## config.mk

```make
export PLATFORM = sky130hd
export DESIGN_NAME = pfc_host
export DESIGN_NICKNAME = d
export VERILOG_FILES = /design/src/rtl/pfc_bus_cycle.v /design/src/rtl/pfc_host.v
export VERILOG_INCLUDE_DIRS = /design/src /design/src/rtl
export SDC_FILE = /design/constraint.sdc
export NUM_CORES = 1
export LEC_CHECK = 0
export BUFFER_PORTS_ARGS = -buffer_cell sky130_fd_sc_hd__buf_2
export CAP_MARGIN = 25
export CORE_ASPECT_RATIO = 0.5
export CORE_UTILIZATION = 30
export DETAILED_ROUTE_END_ITERATION = 10
export REMOVE_ABC_BUFFERS = 1
export SLEW_MARGIN = 20
export SYNTH_ARGS = -nofsm -noshare
export SYNTH_HDL_FRONTEND = slang
export SYNTH_SLANG_ARGS = --single-unit
```

## constraint.sdc

```tcl
create_clock -name I_CLK -period 8.7 [get_ports I_CLK]
set_clock_uncertainty 0.15 [all_clocks]
set_input_delay 0.87 -clock I_CLK [delete_from_list [all_inputs] [get_ports I_CLK]]
set_output_delay 0.87 -clock I_CLK [all_outputs]
set_load 0.02 [all_outputs]
```

## src/rtl/pfc_defs.vh

```
// Constants for the parallel flash host controller
`ifndef PFC_DEFS_VH
`define PFC_DEFS_VH
`define PFC_ADDR_W 18
`define PFC_DATA_W 8
`define PFC_CMD_ADDR1 18'h00555
`define PFC_CMD_ADDR2 18'h002aa
`define PFC_CMD_UNLOCK1 8'haa
`define PFC_CMD_UNLOCK2 8'h55
`define PFC_CMD_PROGRAM 8'ha0
`define PFC_CMD_ERASE 8'h80
`define PFC_CMD_CHIP_ERASE 8'h10
`define PFC_CMD_BLOCK_ERASE 8'h30
`define PFC_CMD_ID_ENTRY 8'h90
`define PFC_CMD_ID_EXIT 8'hf0
`define PFC_CMD_LOCKOUT 8'h40
`define PFC_OP_READ 3'h0
`define PFC_OP_PROGRAM 3'h1
`define PFC_OP_CHIP_ERASE 3'h2
`define PFC_OP_BLOCK_ERASE 3'h3
`define PFC_OP_ID_ENTRY 3'h4
`define PFC_OP_ID_EXIT 3'h5
`define PFC_OP_LOCKOUT 3'h6
`define PFC_OP_LOCK_QUERY 3'h7
`define PFC_POLL_BIT 7
`define PFC_TOGGLE_BIT 6
`define PFC_LOCK_BIT 0
`define PFC_ACCESS_NS 90
`define PFC_CLK_NS 40
`define PFC_ACCESS_CYC ((`PFC_ACCESS_NS + `PFC_CLK_NS - 1) / `PFC_CLK_NS)
`define PFC_BOOT_ADDR_TOP 18'h3c000
`define PFC_BOOT_ADDR_BOT 18'h00000
`endif

```

## src/rtl/pfc_bus_cycle.v

```verilog
// One strobed bus cycle on the flash pins, read or write
`timescale 1ns/1ps
`include "pfc_defs.vh"
module pfc_bus_cycle #(
  parameter STROBE_CYC = `PFC_ACCESS_CYC
) (
  input wire i_clk,
  input wire i_rst,
  input wire i_start,
  input wire i_write,
  input wire [17:0] i_addr,
  input wire [7:0] i_wdata,
  input wire [7:0] i_pin_data,
  output reg o_done,
  output reg [7:0] o_rdata,
  output reg [17:0] o_addr,
  output reg [7:0] o_dq_out,
  output reg o_dq_oe_n,
  output reg o_ce_n,
  output reg o_oe_n,
  output reg o_we_n
);
  localparam S_IDLE = 3'b001;
  localparam S_STROBE = 3'b010;
  localparam S_REL = 3'b100;
  reg [2:0] state_ff;
  reg [7:0] cnt_ff;
  reg wr_ff;
  // Strobe held for the access time, then released for one cycle of recovery
  always @(posedge i_clk) begin
    o_done <= 1'b0;
    if (i_rst) begin
      state_ff <= S_IDLE;
      cnt_ff <= 8'h00;
      wr_ff <= 1'b0;
      o_rdata <= 8'h00;
      o_addr <= 18'h00000;
      o_dq_out <= 8'h00;
      o_dq_oe_n <= 1'b1;
      o_ce_n <= 1'b1;
      o_oe_n <= 1'b1;
      o_we_n <= 1'b1;
    end else begin
      case (state_ff)
        S_IDLE: begin
          if (i_start) begin
            wr_ff <= i_write;
            o_addr <= i_addr;
            o_dq_out <= i_wdata;
            o_dq_oe_n <= ~i_write;
            o_ce_n <= 1'b0; // Select the chip for the access
            o_oe_n <= i_write; // Read: outputs on, write strobe stays high
            o_we_n <= ~i_write;
            cnt_ff <= STROBE_CYC[7:0];
            state_ff <= S_STROBE;
          end
        end
        S_STROBE: begin
          if (cnt_ff <= 8'h01) begin
            // Sample before any strobe moves; data latched on the rising edge
            if (!wr_ff) o_rdata <= i_pin_data;
            o_we_n <= 1'b1;
            o_oe_n <= 1'b1;
            o_ce_n <= 1'b1;
            state_ff <= S_REL;
          end else begin
            cnt_ff <= cnt_ff - 8'h01;
          end
        end
        S_REL: begin
          // Release the data bus only after the write strobe has risen
          o_dq_oe_n <= 1'b1;
          o_done <= 1'b1;
          state_ff <= S_IDLE;
        end
        default: state_ff <= S_IDLE;
      endcase
    end
  end
endmodule

```

## src/rtl/pfc_host.v

```verilog
// Host controller that drives a byte-wide parallel flash through its pins
// Overview of operation
// - Host reads with select and output enable low, write strobe high.
// - Host enables lockout with a six-cycle sequence; device sets it.
// - In ID mode host reads boot address, A0 low, A1 high, for lockout.
// - Software ID mode lasts until host issues the exit command.
// - High voltage on the ID address pin enters hardware ID mode.
// - Host enters software ID mode with a three-cycle sequence.
`timescale 1ns/1ps
`include "pfc_defs.vh"
module pfc_host #(
  parameter BOOT_TOP = 1,
  parameter STROBE_CYC = `PFC_ACCESS_CYC,
  parameter POLL_LIMIT = 24'hffffff
) (
  input wire I_CLK,
  input wire I_RST,
  input wire I_REQ,
  input wire [2:0] I_OP,
  input wire [17:0] I_ADDR,
  input wire [7:0] I_WDATA,
  input wire I_HV_ID,
  input wire [7:0] I_DQ_IN,
  output reg O_BUSY,
  output reg O_DONE,
  output reg O_ERR,
  output reg [7:0] O_RDATA,
  output reg O_LOCKED,
  output reg O_HV_ID_ADDR_PIN,
  output wire [17:0] O_ADDR,
  output wire [7:0] O_DQ_OUT,
  output wire O_DQ_OE_N,
  output wire O_CE_N,
  output wire O_OE_N,
  output wire O_WE_N
);
  localparam S_IDLE = 5'b00001;
  localparam S_ISSUE = 5'b00010;
  localparam S_WAIT = 5'b00100;
  localparam S_POLL = 5'b01000;
  localparam S_END = 5'b10000;
  localparam [17:0] BOOT_BASE = BOOT_TOP ? `PFC_BOOT_ADDR_TOP : `PFC_BOOT_ADDR_BOT;
  reg [4:0] state_ff;
  reg [2:0] op_ff;
  reg [17:0] addr_ff;
  reg [7:0] wdata_ff;
  reg [2:0] step_ff;
  reg [2:0] nsteps_ff;
  reg poll_ff;
  reg first_ff;
  reg toggle_ff;
  reg [23:0] tmo_ff;
  reg [7:0] dq_s1_ff;
  reg [7:0] dq_s2_ff;
  reg cyc_start_ff;
  reg cyc_write_ff;
  reg [17:0] cyc_addr_ff;
  reg [7:0] cyc_wdata_ff;
  wire cyc_done;
  wire [7:0] cyc_rdata;
  reg [17:0] step_addr;
  reg [7:0] step_data;
  reg step_write;
  // Pin data passes two flops; the first is read only by the second
  always @(posedge I_CLK) begin
    if (I_RST) begin
      dq_s1_ff <= 8'h00;
      dq_s2_ff <= 8'h00;
    end else begin
      dq_s1_ff <= I_DQ_IN;
      dq_s2_ff <= dq_s1_ff;
    end
  end
  // Pin sequencing lives in the cycle engine
  pfc_bus_cycle #(.STROBE_CYC(STROBE_CYC + 2)) u_cyc (
    .i_clk(I_CLK),
    .i_rst(I_RST),
    .i_start(cyc_start_ff),
    .i_write(cyc_write_ff),
    .i_addr(cyc_addr_ff),
    .i_wdata(cyc_wdata_ff),
    .i_pin_data(dq_s2_ff),
    .o_done(cyc_done),
    .o_rdata(cyc_rdata),
    .o_addr(O_ADDR),
    .o_dq_out(O_DQ_OUT),
    .o_dq_oe_n(O_DQ_OE_N),
    .o_ce_n(O_CE_N),
    .o_oe_n(O_OE_N),
    .o_we_n(O_WE_N)
  );
  // Address and data of each step of the unlock sequences
  always @* begin
    step_write = 1'b1;
    step_addr = (step_ff == 3'd1 || step_ff == 3'd4) ? `PFC_CMD_ADDR2 : `PFC_CMD_ADDR1;
    step_data = (step_ff == 3'd1 || step_ff == 3'd4) ? `PFC_CMD_UNLOCK2 : `PFC_CMD_UNLOCK1;
    if (step_ff == 3'd2) begin
      case (op_ff)
        `PFC_OP_PROGRAM: step_data = `PFC_CMD_PROGRAM;
        `PFC_OP_ID_ENTRY: step_data = `PFC_CMD_ID_ENTRY;
        `PFC_OP_ID_EXIT: step_data = `PFC_CMD_ID_EXIT;
        default: step_data = `PFC_CMD_ERASE;
      endcase
    end
    if (step_ff == 3'd3 && op_ff == `PFC_OP_PROGRAM) begin
      step_addr = addr_ff;
      step_data = wdata_ff;
    end
    if (step_ff == 3'd5) begin
      case (op_ff)
        `PFC_OP_CHIP_ERASE: step_data = `PFC_CMD_CHIP_ERASE;
        `PFC_OP_BLOCK_ERASE: begin
          step_addr = addr_ff; // Block address selects the one block
          step_data = `PFC_CMD_BLOCK_ERASE;
        end
        default: step_data = `PFC_CMD_LOCKOUT;
      endcase
    end
    if (op_ff == `PFC_OP_READ) begin
      step_write = 1'b0;
      step_addr = addr_ff;
    end
    if (op_ff == `PFC_OP_LOCK_QUERY) begin
      step_write = 1'b0;
      step_addr = {BOOT_BASE[17:2], 2'b10}; // A1 high, A0 low
    end
  end
  // Operation sequencer with completion polling
  always @(posedge I_CLK) begin
    cyc_start_ff <= 1'b0;
    O_DONE <= 1'b0;
    if (I_RST) begin
      state_ff <= S_IDLE;
      op_ff <= `PFC_OP_READ;
      addr_ff <= 18'h00000;
      wdata_ff <= 8'h00;
      step_ff <= 3'd0;
      nsteps_ff <= 3'd1;
      poll_ff <= 1'b0;
      first_ff <= 1'b0;
      toggle_ff <= 1'b0;
      tmo_ff <= 24'h000000;
      cyc_write_ff <= 1'b0;
      cyc_addr_ff <= 18'h00000;
      cyc_wdata_ff <= 8'h00;
      O_BUSY <= 1'b0;
      O_ERR <= 1'b0;
      O_RDATA <= 8'h00;
      O_LOCKED <= 1'b0;
      O_HV_ID_ADDR_PIN <= 1'b0;
    end else begin
      O_HV_ID_ADDR_PIN <= I_HV_ID; // Programmer-style ID entry
      case (state_ff)
        S_IDLE: begin
          if (I_REQ) begin
            op_ff <= I_OP;
            addr_ff <= I_ADDR;
            wdata_ff <= I_WDATA;
            step_ff <= 3'd0;
            O_BUSY <= 1'b1;
            O_ERR <= 1'b0;
            case (I_OP)
              `PFC_OP_PROGRAM: nsteps_ff <= 3'd4;
              `PFC_OP_CHIP_ERASE, `PFC_OP_BLOCK_ERASE, `PFC_OP_LOCKOUT: nsteps_ff <= 3'd6;
              `PFC_OP_ID_ENTRY, `PFC_OP_ID_EXIT: nsteps_ff <= 3'd3;
              default: nsteps_ff <= 3'd1;
            endcase
            // Only program, erase and lockout need completion polling
            poll_ff <= (I_OP == `PFC_OP_PROGRAM) || (I_OP == `PFC_OP_CHIP_ERASE) ||
                       (I_OP == `PFC_OP_BLOCK_ERASE) || (I_OP == `PFC_OP_LOCKOUT);
            state_ff <= S_ISSUE;
          end
        end
        S_ISSUE: begin
          cyc_start_ff <= 1'b1;
          cyc_write_ff <= step_write;
          cyc_addr_ff <= step_addr;
          cyc_wdata_ff <= step_data;
          state_ff <= S_WAIT;
        end
        S_WAIT: begin
          if (cyc_done) begin
            if (step_ff + 3'd1 < nsteps_ff) begin
              step_ff <= step_ff + 3'd1;
              state_ff <= S_ISSUE;
            end else if (poll_ff) begin
              first_ff <= 1'b1;
              tmo_ff <= 24'h000000;
              cyc_start_ff <= 1'b1; // Status read at the target address
              cyc_write_ff <= 1'b0;
              cyc_addr_ff <= addr_ff;
              state_ff <= S_POLL;
            end else begin
              O_RDATA <= cyc_rdata;
              if (op_ff == `PFC_OP_LOCK_QUERY)
                O_LOCKED <= cyc_rdata[`PFC_LOCK_BIT]; // One means protected
              state_ff <= S_END;
            end
          end
        end
        S_POLL: begin
          if (cyc_done) begin
            toggle_ff <= cyc_rdata[`PFC_TOGGLE_BIT];
            tmo_ff <= tmo_ff + 24'h000001;
            // Done once two reads agree on the toggle bit
            if (!first_ff && toggle_ff == cyc_rdata[`PFC_TOGGLE_BIT]) begin
              O_RDATA <= cyc_rdata;
              // Program must read back the true DQ7 bit; refused boot writes show here
              if (op_ff == `PFC_OP_PROGRAM &&
                  cyc_rdata[`PFC_POLL_BIT] != wdata_ff[`PFC_POLL_BIT])
                O_ERR <= 1'b1; // Lockout refusal is reported
              if (op_ff == `PFC_OP_LOCKOUT)
                O_LOCKED <= 1'b1;
              state_ff <= S_END;
            end else if (tmo_ff == POLL_LIMIT) begin
              O_ERR <= 1'b1; // Stuck device: give up rather than hang
              state_ff <= S_END;
            end else begin
              first_ff <= 1'b0;
              cyc_start_ff <= 1'b1;
            end
          end
        end
        S_END: begin
          O_BUSY <= 1'b0;
          O_DONE <= 1'b1;
          state_ff <= S_IDLE;
        end
        default: state_ff <= S_IDLE;
      endcase
    end
  end
endmodule

```

## After elaboration in Yosys (flattened, before gate mapping)

Index checks and enable logic that the tools add are counted.

| storage, ports and cells | value |
|---|---|
| input bits | 41 |
| register bits | 175 |
| output and inout port bits | 43 |

| cells by class | value |
|---|---|
| reduce and logical (&&, ||, !) cells | 35 |
| $add $sub $neg | 3 |
| bitwise operators | 2 |
| equality and inequality tests | 46 |
| mux-type cells | 92 |
| $lt $le $gt $ge | 2 |

Operators with widths:

| operator | number |
|---|---|
| 18-bit two-way mux | 8 |
| 24-bit two-way mux | 4 |
| 8-bit two-way mux | 11 |
| 24-bit case mux with 2 select lines | 1 |
| 1-bit two-way mux | 36 |
| 18-bit case mux with 2 select lines | 1 |
| 5-bit two-way mux | 7 |
| 8-bit case mux with 2 select lines | 2 |
| 3-bit == test, second input constant | 10 |
| 24-bit by 1-bit adder with 24-bit output, second input constant | 1 |
| 24-bit == test, second input constant | 1 |
| 2-bit inequality test, second input constant | 12 |
| 3-bit by 2-bit == test with 1-bit output, second input constant | 7 |
| 7-bit case mux with 3 select lines | 1 |
| 5-bit case mux with 4 select lines | 1 |
| 1-bit case mux with 2 select lines | 9 |
| 3-bit two-way mux | 5 |
| 7-bit case mux with 2 select lines | 1 |
| 2-bit nonzero test | 7 |
| 3-bit by 1-bit == test with 1-bit output, second input constant | 4 |
| 3-bit case mux with 2 select lines | 2 |
| 2-bit AND reduction | 6 |
| 4-bit AND reduction | 3 |
| 11-bit two-way mux | 1 |
| 27 further kinds | 39 |

## Longest topological paths before layout

Gate-level depths: netlist of run 1.

| logic depth | value |
|---|---|
| depth in word-level cells | 9 |
| mapped depth | 12 |

## Cells and area by module

From an unflattened synthesis of run 1, not the netlist that was laid out.

| unflattened totals | value |
|---|---|
| cell total of the unflattened synthesis | 843 |
| area, all modules | 7,201.9 sq um |

Modules (own cells, without submodules):

| module | area an instance (sq um) | instances | cells each | seq. area each (sq um) |
|---|---|---|---|---|
| pfc_host | 5,270.1 | 1 | 619 | 2,462.4 |
| pfc_bus_cycle | 1,931.9 | 1 | 224 | 1,021.0 |

## Worst setup path after synthesis of run 1

Ideal clock, no wire load.

| path | value |
|---|---|
| path type | reg-to-reg |
| from | register step_ff[2] |
| to | register first_ff |
| data required time | 8.475 ns |
| arrival | 2.589 ns |
| setup time | 0.075 ns |
| cell stages (with the launch flop) | 13 |
| period minus slack after synthesis | 2.814 ns |
| buffers on the path | 3 |
| path slack | 5.886 ns |
| cells stage by stage | dfxtp_1 clkbuf_1 inv_1 ha_1 inv_1 ha_1 nand2_1 o21a_1 clkbuf_1 nor4_4 buf_2 o21ai_0 a31oi_1 |

| between the ends | value |
|---|---|
| longest elaborated chain between the ends | 4 |

Ends and longest elaborated chain:

| item | RTL line | RTL |
|---|---|---|
| start, declared | pfc_host.v:47 | `reg [2:0] step_ff;` |
| start signal, assigned | pfc_host.v:184 | `step_ff <= step_ff + 3'd1;` |
| 3-bit by 1-bit adder with 3-bit output | pfc_host.v:183 | `if (step_ff + 3'd1 < nsteps_ff) begin` |
| 3-bit < comparator | pfc_host.v:183 |  |
| 2-bit inequality test (no source line) | -- |  |
| 7-bit AND reduction (no source line) | -- |  |
| end signal, assigned | pfc_host.v:140 | `first_ff <= 1'b0;` |
| end signal, assigned | pfc_host.v:187 | `first_ff <= 1'b1;` |
| end signal, assigned | pfc_host.v:219 | `first_ff <= 1'b0;` |
| end, declared | pfc_host.v:50 | `reg first_ff;` |

No other way between the ends.
A chain may end at the register's enable or synchronous reset.

## Worst setup path in the final report of run 1

| path | value |
|---|---|
| from | register step_ff[2] |
| to | register tmo_ff[3] |

| between the ends | value |
|---|---|
| longest elaborated chain between the ends | 4 |

Ends and longest elaborated chain:

| item | RTL line | RTL |
|---|---|---|
| 3-bit by 1-bit adder with 3-bit output | pfc_host.v:183 |  |
| 3-bit < comparator | pfc_host.v:183 |  |
| 2-bit inequality test (no source line) | -- |  |
| 5-bit AND reduction (no source line) | -- |  |
| end signal, assigned | pfc_host.v:204 | `tmo_ff <= tmo_ff + 24'h000001;` |
| end, declared | pfc_host.v:52 | `reg [23:0] tmo_ff;` |

No other way between the ends.

==> flow_metrics.py, run 1 <==
metrics = {
    "timing": {
        "finalMaxSlewViolations": 0,
        "period_share": 0.3774,
        "worst_pin_slew_ps": 958.7,
        "timing.setup.tns_ps": 0,
        "fin_hold_ws_ps": 282.1,
        "final-hold-violation-count": 0,
        "max-slew-margin-rel": 0.3579,
        "rsz_0062_raised_after_global_routing": "no",
        "setup_violations": 0,
        "min_period_ps": 3283,
        "max_freq_mhz": 304.6,
    },
    "worst_setup_path": {
        "critical_path_peak_fanout": 22,
        "worstSetupEndpointType": "register",
        "timing.setup.critical_path_class": "reg2reg",
        "register_to_register_path_setup_slack_ps": 5420,
        "arrival_ps": 3410,
        "timing.reg2reg.worst_path_depth": 9,
        "timing.rr.start": "step_ff[2]",
        "setup.worst_path.start_class": "register",
        "crit_required_ps": 8830,
        "crit-reg2reg-capture": "tmo_ff[3]",
    },
    "power": {
        "power.share.sequential": 0.500,
        "power.share.clock": 0.442,
        "net-switching-power_mw": 0.4273,
        "netSwitchingFraction": 0.2582,
        "power.density_nw_per_um2": 195.2,
        "p_int_mw": 1.228,
        "power_leakage_nw": 3.174,
        "pwr-share-comb": 0.058,
        "vdd_drop_max_v": 0.0001093,
    },
    "global_routing": {
        "groute.usage.overall": 0.1444,
        "via_count_of_the_first_global_routing_pass": 6031,
        "grt_start_max_net_pins": 74,
        "grt_remaining_overflow": 0,
        "grt_first_pass_wirelength_mm": 29.18,
        "antenna_violations_before_repair": 1,
    },
    "yosys": {
        "yosys.cell_count.top_type": "sky130_fd_sc_hd__dfxtp_1",
        "yosys.cell_types.count": 63,
        "synth_warnings": 0,
        "synth-adder-area-share": 0.01717,
        "netlist_instances": 868,
        "synth_area_per_cell_um2": 8.395,
        "main_combinational_cell_family_by_area_after_synthesis": "simple AND/OR/NAND/NOR gates",
        "postSynthRegisterBits": 174,
        "synth.yosys.seq_area_share": 0.4780,
        "post-synth-top-area-fraction": 0.4780,
        "multiplexer_share_of_the_synthesized_area": 0.01666,
        "ys_dominant_reg_cell": "sky130_fd_sc_hd__dfxtp_1",
        "synth_simple_gate_area_frac": 0.2311,
        "ys_async_sr_fraction": 0,
        "synth_top_area_cell": "sky130_fd_sc_hd__dfxtp_1",
        "synth_compound_gate_area_share": 0.2019,
        "synth_top_cells_by_count": "174 x sky130_fd_sc_hd__dfxtp_1, 160 x sky130_fd_sc_hd__nand2_1, 133 x sky130_fd_sc_hd__a21oi_1, 51 x sky130_fd_sc_hd__clkbuf_1, 47 x sky130_fd_sc_hd__nor2_1",
        "synth-xor-area-share": 0.01082,
        "netlist_top_cells_area": "sky130_fd_sc_hd__dfxtp_1 48%, sky130_fd_sc_hd__a21oi_1 9.1%, sky130_fd_sc_hd__nand2_1 8.2%",
        "edff_count_synth": 0,
        "netlist_area_um2": 7287,
    },
    "routing": {
        "postRouteWirelength_mm": 17.90,
        "avgViaCountPerCell": 5.145,
        "routed_via_count": 6359,
        "wire_per_inst_um": 14.48,
        "dr.pass1.iters": 5,
        "detail-route-antenna-nets": 0,
        "drc": 0,
        "drt-initial-drc-count": 394,
    },
    "clock_tree": {
        "insertion_delay_ps": 430,
        "cts_root_buffer": "sky130_fd_sc_hd__clkbuf_16",
        "cts_max_level": 4,
        "cts_tree": "yes",
        "post_cts_resized": 0,
        "cts.reportedPaths.clkPinSlew_ps": 70,
        "clkSinkCount": 174,
        "post_cts.repair.setup_buffers": 0,
        "number_of_buffers_inserted_during_clock_tree_synthesis": 17,
        "clock_path_buffers": 2,
        "cts_hold_repair.buffers": 0,
    },
    "die": {
        "fp.dieW_um": 222.4,
        "core_region_area_um2": 23320,
        "ios": 84,
        "cell_rows": 39,
        "initial_util": 0.3124,
        "floorplan.die_area_um2": 24960,
        "die_h_um": 112.2,
    },
    "place": {
        "numPortBuffers": 83,
        "weighted_congestion_at_the_end_of_routability_driven_global_placement": 0.8083,
        "dp_hpwl_mm": 12.01,
    },
    "run_status": {
        "run_status": "completed",
    },
    "finish": {
        "synth_to_layout_area_growth_pct": 16.35,
        "drive_above_1_share": 0.1584,
        "finish.utilization": 0.3635,
        "multiInputGateArea_um2": 3493,
        "seq_area_um2": 3483,
        "nNetsFinal": 966,
        "fillerInstances": 2395,
    },
    "job": {
        "timing.max_cap.violations": 0,
    },
    "hold_path": {
        "worstHoldPathCells": 1,
        "min-delay-path-class": "reg2reg",
        "worst_hold_startpoint": "dq_s1_ff[0]",
        "terminating_pin_of_the_worst_hold_path": "dq_s2_ff[0]",
    },
}
==> metal layers <==
layer,share of wire,global-route usage,vias to the layer above
met4,0.016,0.06529,0
li1,-,-,3198
met2,0.47,0.2414,113
met5,0,0,-
met1,0.47,0.1761,3028
met3,0.042,0.03691,20
==> sequential cells by signal, indices dropped and copies added (netlist names), 3 cells and up <==
signal and cells:
tmo_ff 24, addr_ff 18, cyc_addr_ff 18, u_cyc.o_addr 18, O_RDATA 8, cyc_wdata_ff 8, dq_s1_ff 8, dq_s2_ff 8
u_cyc.cnt_ff 8, u_cyc.o_dq_out 8, u_cyc.o_rdata 8, wdata_ff 8, state_ff 5, nsteps_ff 3, op_ff 3, step_ff 3
u_cyc.state_ff 3
==> worst max-delay path, cell delays in order (launching register included) <==
cell and delay (ps):
sky130_fd_sc_hd__dfxtp_1 550, sky130_fd_sc_hd__inv_1 100, sky130_fd_sc_hd__ha_1 300, sky130_fd_sc_hd__inv_1 50, sky130_fd_sc_hd__ha_1 280, sky130_fd_sc_hd__nand2_1 70, sky130_fd_sc_hd__o21ai_1 300, sky130_fd_sc_hd__nand4_1 440
sky130_fd_sc_hd__nand2_1 780, sky130_fd_sc_hd__a21oi_1 100
==> layout make-up <==
cell class,count,share of cell area
Tap cell,307,0.04531
Timing Repair Buffer,93,0.05859
Clock buffer,17,0.05018
Antenna cell,1,0.0002952
Inverter,14,0.006198
Sequential cell,174,0.4109
Multi-Input combinational cell,615,0.4120
Clock inverter,15,0.01653
==> cell families after synthesis <==
group / after synthesis
and+or+nand+nor: 345
AOI/OAI and AO/OA: 239
DFF: 174
buffers and inverters: 79
muxes: 12
adders and majority gates: 10
xor gates and xnor gates: 9
==> metrics by stage <==
| step | cell area [um^2] | setup slack (ps) | power, mW | cells |
|---|---|---|---|---|
| finish | 8478 | 5417 | 1.655 | 1236 |
| global route | 8478 | 5188 | 1.725 | 1236 |
| CTS | 8458 | 5413 | 1.676 | 1234 |
| detailed placement | 7893 | 5438 | 0.9426 | 1202 |
| global placement | 7889 | 5613 | 0.9398 | 1202 |
| floorplan | 7017 | 5849 | 0.8984 | 803 |
==> cells in the final DEF, fill, tap and decap left out, drive strengths merged, types with 5 or more instances in the layout <==
cell type  netlist  layout
buf             14      93
or4             18      18
nand2b           5       5
nor2            47      47
inv             13      23
o21ai           16      16
xor2             8       8
clkinv           1       5
mux2i           11      11
and3             9       9
nand3           29      29
ha              10      10
clkbuf          51      17
nor2b           23      23
o211ai           9       9
nor4             5       5
nand4           11      11
o31ai           34      34
a31o            10      10
a21oi          134     134
dfxtp          174     174
nand2          160     160
nor3            11      11
==> worst max path at each step <==
stage | end | start | slack, ps
finish | tmo_ff[3] | step_ff[2] | 5420
floorplan | tmo_ff[11] | step_ff[2] | 5850
CTS | tmo_ff[3] | step_ff[2] | 5410
global route | tmo_ff[21] | step_ff[2] | 5190
detailed placement | tmo_ff[3] | step_ff[2] | 5440
global placement | cyc_write_ff | step_ff[2] | 5610
==> power groups by stage <==
stage | Sequential [mW] | Clock, mW | Combinational, mW
after floorplan | 0.844 | 0 | 0.0544
after global placement | 0.846 | 0 | 0.0937
after detailed placement | 0.847 | 0 | 0.0961
after CTS | 0.828 | 0.751 | 0.0965
after global routing | 0.830 | 0.788 | 0.107
final | 0.828 | 0.732 | 0.0952
Power figures use the tool's default switching activity.
==> inputs of run 2 (changes only) <==
==> constraint.sdc (replaced) <==
create_clock -name I_CLK -period 2.93 [get_ports I_CLK]
set_clock_uncertainty 0.15 [all_clocks]
set_input_delay 0.293 -clock I_CLK [delete_from_list [all_inputs] [get_ports I_CLK]]
set_output_delay 0.293 -clock I_CLK [all_outputs]
set_load 0.02 [all_outputs]
==> flow_metrics.py, run 2 (synthesis results as in run 1) <==
metrics = {
    "run_status": {
        "run_status": "completed",
    },
    "clock_tree": {
        "cts.reportedPaths.clkPinSlew_ps": 70,
        "clkSinkCount": 174,
        "post_cts.repair.setup_buffers": 0,
        "number_of_buffers_inserted_during_clock_tree_synthesis": 17,
        "cts_root_buffer": "sky130_fd_sc_hd__clkbuf_16",
        "post_cts_resized": 0,
        "cts_tree": "yes",
        "clock_path_buffers": 2,
        "insertion_delay_ps": 430,
        "cts_max_level": 4,
    },
    "finish": {
        "fillerInstances": 2326,
        "synth_to_layout_area_growth_pct": 23.44,
        "antenna_cells_inserted": 0,
        "regMostFlops": "tmo_ff",
        "largest_register_ffs": 24,
        "multiInputGateArea_um2": 3483,
        "most_frequent_standard_cell_in_the_layout_excluding_fill_and_tap_cells": "sky130_fd_sc_hd__dfxtp_1",
        "layout_common_cells": "174 x sky130_fd_sc_hd__dfxtp_1, 160 x sky130_fd_sc_hd__nand2_1, 133 x sky130_fd_sc_hd__a21oi_1",
        "nNetsFinal": 1017,
        "drive_above_1_share": 0.1614,
        "seq_area_um2": 3483,
    },
    "worst_setup_path": {
        "cpPeakStageDelay_ps": 510,
        "cell_at_the_slowest_stage_of_the_critical_path": "sky130_fd_sc_hd__a2bb2oi_1",
        "setup.worst_path.start_class": "register",
        "worstSetupEndpointType": "register",
        "path_delay_family": "compound AO/OA/AOI/OAI gates",
        "critical_path_peak_fanout": 5,
        "worst_path_most_repeated_cell": "sky130_fd_sc_hd__ha_1",
        "path_cells": "ha_1, ha_1, inv_1, ha_1, nand2_1, o21ai_1, nand4_1, a2bb2oi_1, a21oi_1",
        "crit_required_ps": 3080,
        "crit_buf_inv": 1,
        "timing.setup.critical_path_class": "reg2reg",
        "arrival_ps": 2880,
    },
    "timing": {
        "max_freq_mhz": 365.2,
        "min_period_ps": 2738,
        "timing.setup.tns_ps": 0,
        "finalMaxSlewViolations": 0,
        "rsz_0062_raised_after_global_routing": "no",
        "max-slew-margin-rel": 0.5323,
        "final-hold-violation-count": 0,
        "period_share": 0.9345,
        "final.setup.worst_slack_ps": 191.9,
        "worst_pin_slew_ps": 701.6,
        "setup_violations": 0,
    },
    "power": {
        "vdd_drop_max_v": 0.0003244,
        "net-switching-power_mw": 1.257,
        "power.density_nw_per_um2": 566.9,
        "power.share.clock": 0.453,
        "p_int_mw": 3.842,
        "power.share.sequential": 0.482,
        "power_leakage_nw": 3.417,
        "netSwitchingFraction": 0.2465,
        "pwr-share-comb": 0.065,
    },
    "routing": {
        "drc": 0,
        "wire_per_inst_um": 14.36,
        "avgViaCountPerCell": 5.123,
        "detail-route-antenna-nets": 0,
        "routed_via_count": 6588,
        "dr.pass1.iters": 5,
        "postRouteWirelength_mm": 18.46,
        "drt-initial-drc-count": 394,
    },
    "global_routing": {
        "antenna_violations_before_repair": 0,
        "grt_first_pass_wirelength_mm": 30.91,
        "via_count_of_the_first_global_routing_pass": 6278,
        "grt_remaining_overflow": 0,
        "groute.usage.overall": 0.1504,
        "grt_start_max_net_pins": 54,
    },
    "die": {
        "die_h_um": 112.2,
        "ios": 84,
        "floorplan.die_area_um2": 24960,
        "cell_rows": 39,
        "initial_util": 0.3124,
        "fp.dieW_um": 222.4,
        "core_region_area_um2": 23320,
    },
    "place": {
        "numPortBuffers": 83,
        "dpl_worst_slack_ps": 208.0,
        "dp_hpwl_mm": 12.22,
        "weighted_congestion_at_the_end_of_routability_driven_global_placement": 0.8290,
    },
    "job": {
        "timing.max_cap.violations": 0,
    },
    "hold_path": {
        "min-delay-path-class": "in2reg",
    },
}
==> run 2: final timing paths <==
kind | from | end | slack [ps] | cells after the start
max | step_ff[0] | cyc_addr_ff[9] | 190 | 9
min | I_RST | u_cyc.state_ff[1] | 60 | 2
max reg2reg | step_ff[0] | cyc_addr_ff[9] | 190 | 9
min reg2reg | dq_s1_ff[4] | dq_s2_ff[4] | 290 | 1
==> run 2: power groups by stage <==
stage / sequential [mW] / combinational, mW / clock, mW
6_report: 2.46 / 0.331 / 2.31
5_1_grt: 2.47 / 0.369 / 2.46
4_1_cts: 2.46 / 0.332 / 2.36
3_5_place_dp: 2.51 / 0.290 / 0
3_3_place_gp: 2.51 / 0.284 / 0
2_1_floorplan: 2.51 / 0.162 / 0
==> run 2: area by class of cell <==
| class | instances | area share |
|---|---|---|
| Clock buffer | 17 | 0.04729 |
| Clock inverter | 15 | 0.01892 |
| Inverter | 14 | 0.005842 |
| Multi-Input combinational cell | 615 | 0.3873 |
| Sequential cell | 174 | 0.3873 |
| Tap cell | 307 | 0.04270 |
| Timing Repair Buffer | 144 | 0.1107 |
==> run 2: layer usage <==
layer,global-route usage,part of all wire
met2,0.2543,0.49
met5,0,0
met1,0.1915,0.47
met3,0.03822,0.032
met4,0.03862,0.011
==> run 2: worst reg2reg max path: cells and delay by family, from the launching register on <==
family | cells | cell delay, ps
buf+inv | 1 | 50
simple gates | 2 | 370
compound gates | 3 | 920
fa+ha+maj | 3 | 770
flops | 1 | 350
==> run 2: timing repair <==
action,in CTS,in global routing
endpoints found under the hold margin,38,0
endpoints found under the setup margin,0,0
hold buffers,38,0
==> run 2: metrics by stage <==
step	power [mW]	cells	utilization	instance area, um^2	hold slack [ps]
after floorplan	2.667	803	-	7017	212.1
after global placement	2.796	1216	0.3438	8019	264.2
after detailed placement	2.804	1216	0.3438	8019	278.3
after CTS	5.151	1286	0.3856	8995	40.40
after global routing	5.290	1286	0.3856	8995	45.25
final	5.099	1286	0.3856	8995	61.39
==> inputs of run 3 (changes only) <==
--- a/config.mk
+++ b/config.mk
@@ -10,9 +10,11 @@
 export CAP_MARGIN = 25
 export CORE_ASPECT_RATIO = 0.5
 export CORE_UTILIZATION = 30
+export CTS_BUF_LIST = sky130_fd_sc_hd__clkbuf_4
 export DETAILED_ROUTE_END_ITERATION = 10
 export REMOVE_ABC_BUFFERS = 1
 export SLEW_MARGIN = 20
 export SYNTH_ARGS = -nofsm -noshare
 export SYNTH_HDL_FRONTEND = slang
 export SYNTH_SLANG_ARGS = --single-unit
+export TNS_END_PERCENT = 50
==> constraint.sdc (replaced) <==
create_clock -name I_CLK -period 3.18 [get_ports I_CLK]
set_clock_uncertainty 0.15 [all_clocks]
set_input_delay 0.318 -clock I_CLK [delete_from_list [all_inputs] [get_ports I_CLK]]
set_output_delay 0.318 -clock I_CLK [all_outputs]
set_load 0.02 [all_outputs]
==> flow_metrics.py, run 3 (synthesis results as in run 1) <==
metrics = {
    "run_status": {
        "run_status": "completed",
    },
    "worst_setup_path": {
        "setup.worst_path.start_class": "register",
        "register_to_register_path_setup_slack_ps": 240,
        "arrival_ps": 3290,
        "worstSetupEndpointType": "register",
        "timing.rr.start": "step_ff[2]",
        "timing.setup.critical_path_class": "reg2reg",
        "critical_path_peak_fanout": 11,
        "worst_setup_path_startpoint": "step_ff[2]",
        "crit_required_ps": 3520,
        "timing.reg2reg.worst_path_depth": 9,
        "crit-reg2reg-capture": "O_RDATA[4]",
    },
    "hold_path": {
        "terminating_pin_of_the_worst_hold_path": "O_BUSY",
        "min-delay-path-class": "in2reg",
        "worst_hold_startpoint": "I_RST",
        "worstHoldPathCells": 3,
    },
    "place": {
        "dpl_worst_slack_ps": 311.8,
        "numPortBuffers": 83,
        "dp_hpwl_mm": 12.15,
        "weighted_congestion_at_the_end_of_routability_driven_global_placement": 0.8241,
    },
    "clock_tree": {
        "insertion_delay_ps": 580,
        "cts_max_level": 4,
        "cts_hold_repair.buffers": 39,
        "number_of_buffers_inserted_during_clock_tree_synthesis": 17,
        "clock_path_buffers": 2,
        "cts.reportedPaths.clkPinSlew_ps": 160,
        "cts_root_buffer": "sky130_fd_sc_hd__clkbuf_4",
        "post_cts_resized": 0,
        "post_cts.repair.setup_buffers": 0,
        "cts_tree": "yes",
        "clkSinkCount": 174,
    },
    "timing": {
        "setup_violations": 0,
        "fin_hold_ws_ps": 169.9,
        "worst_pin_slew_ps": 734.3,
        "max-slew-margin-rel": 0.5105,
        "final-hold-violation-count": 0,
        "final.setup.worst_slack_ps": 239.0,
        "min_period_ps": 2941,
        "period_share": 0.9248,
        "rsz_0062_raised_after_global_routing": "no",
        "finalMaxSlewViolations": 0,
        "timing.setup.tns_ps": 0,
        "max_freq_mhz": 340.0,
    },
    "routing": {
        "drt-initial-drc-count": 489,
        "dr.pass1.iters": 5,
        "wire_per_inst_um": 14.18,
        "avgViaCountPerCell": 5.065,
        "postRouteWirelength_mm": 18.19,
        "routed_via_count": 6498,
        "detail-route-antenna-nets": 0,
        "drc": 0,
    },
    "finish": {
        "drive_above_1_share": 0.1569,
        "nNetsFinal": 1013,
        "layout_common_cells": "174 x sky130_fd_sc_hd__dfxtp_1, 160 x sky130_fd_sc_hd__nand2_1, 133 x sky130_fd_sc_hd__a21oi_1",
        "largest_register_ffs": 24,
        "most_frequent_standard_cell_in_the_layout_excluding_fill_and_tap_cells": "sky130_fd_sc_hd__dfxtp_1",
        "synth_to_layout_area_growth_pct": 19.14,
        "regMostFlops": "tmo_ff",
    },
    "die": {
        "initial_util": 0.3124,
        "fp.dieW_um": 222.4,
        "core_region_area_um2": 23320,
        "die_h_um": 112.2,
        "ios": 84,
        "cell_rows": 39,
        "floorplan.die_area_um2": 24960,
    },
    "power": {
        "netSwitchingFraction": 0.2774,
        "pwr-share-comb": 0.076,
        "power.share.clock": 0.352,
        "power_leakage_nw": 3.272,
        "net-switching-power_mw": 1.101,
        "power.density_nw_per_um2": 457.3,
        "power.share.sequential": 0.571,
        "vdd_drop_max_v": 0.0001613,
        "p_int_mw": 2.869,
    },
    "global_routing": {
        "gr-usage-met2": 0.2516,
        "grt_first_pass_wirelength_mm": 30.65,
        "groute.usage.overall": 0.1493,
        "grt_remaining_overflow": 0,
        "antenna_violations_before_repair": 1,
        "grt_start_max_net_pins": 74,
        "grt_util_met1": 0.1899,
        "grt_most_used_layer": "met2",
        "via_count_of_the_first_global_routing_pass": 6217,
        "use_met3": 0.03351,
    },
    "job": {
        "timing.max_cap.violations": 0,
    },
}
==> run 3: cell count changes in the layout (fill, tap and decap cells not counted), sizes merged <==
cell         change
buf              -5
clkinv           +2
clkinvlp         -1
diode            +1
dlygate4sd3      +1
inv              -1
==> run 3: final cells by class <==
class,count,area [um^2]
diodes,1,2.502
well taps,307,384.1
inverters,14,52.55
multi-input cells,615,3483
fillers,2398,14640
repair buffers,140,955.9
clock inverters,15,192.7
clock buffers,17,127.6
flip-flops and latches,174,3483
==> run 3: worst max path at each step <==
stage,endpoint,slack (ps),cells after the start
finish,O_RDATA[4],240,9
global route,O_LOCKED,80,9
CTS,O_LOCKED,290,9
detailed placement,O_RDATA[6],310,9
global placement,O_RDATA[6],410,9
floorplan,tmo_ff[11],330,9
==> run 3: worst max-delay path, cell delays in order, from the launching register on <==
cell and delay, ps:
sky130_fd_sc_hd__dfxtp_1 580, sky130_fd_sc_hd__inv_1 80, sky130_fd_sc_hd__ha_1 290, sky130_fd_sc_hd__inv_1 50, sky130_fd_sc_hd__ha_1 280, sky130_fd_sc_hd__a21oi_1 200
sky130_fd_sc_hd__o21ai_1 190, sky130_fd_sc_hd__a32o_1 430, sky130_fd_sc_hd__and2_1 320, sky130_fd_sc_hd__a31o_2 290
==> run 3: power by group through the flow <==
stage	registers [mW]	logic (mW)	clock network, mW
3_5_place_dp	2.31	0.266	0
4_1_cts	2.27	0.304	1.43
3_3_place_gp	2.31	0.260	0
2_1_floorplan	2.31	0.149	0
6_report	2.27	0.304	1.40
5_1_grt	2.28	0.340	1.53
==> run 3: routing by layer <==
layer,wire length [um],vias up
li1,-,3267
met1,8708,3121
met2,8623,95
met3,677,15
met4,179,0
met5,0,-
==> run 3: per-stage QoR <==
stage               cell area (um^2)  power, mW  cells  utilization
global route                    8682      4.143   1283       0.3722
detailed placement              7969      2.581   1211       0.3416
CTS                             8680      4.000   1282       0.3721
finish                          8682      3.970   1283       0.3722
floorplan                       7017      2.458    803            -
global placement                7969      2.574   1211       0.3416
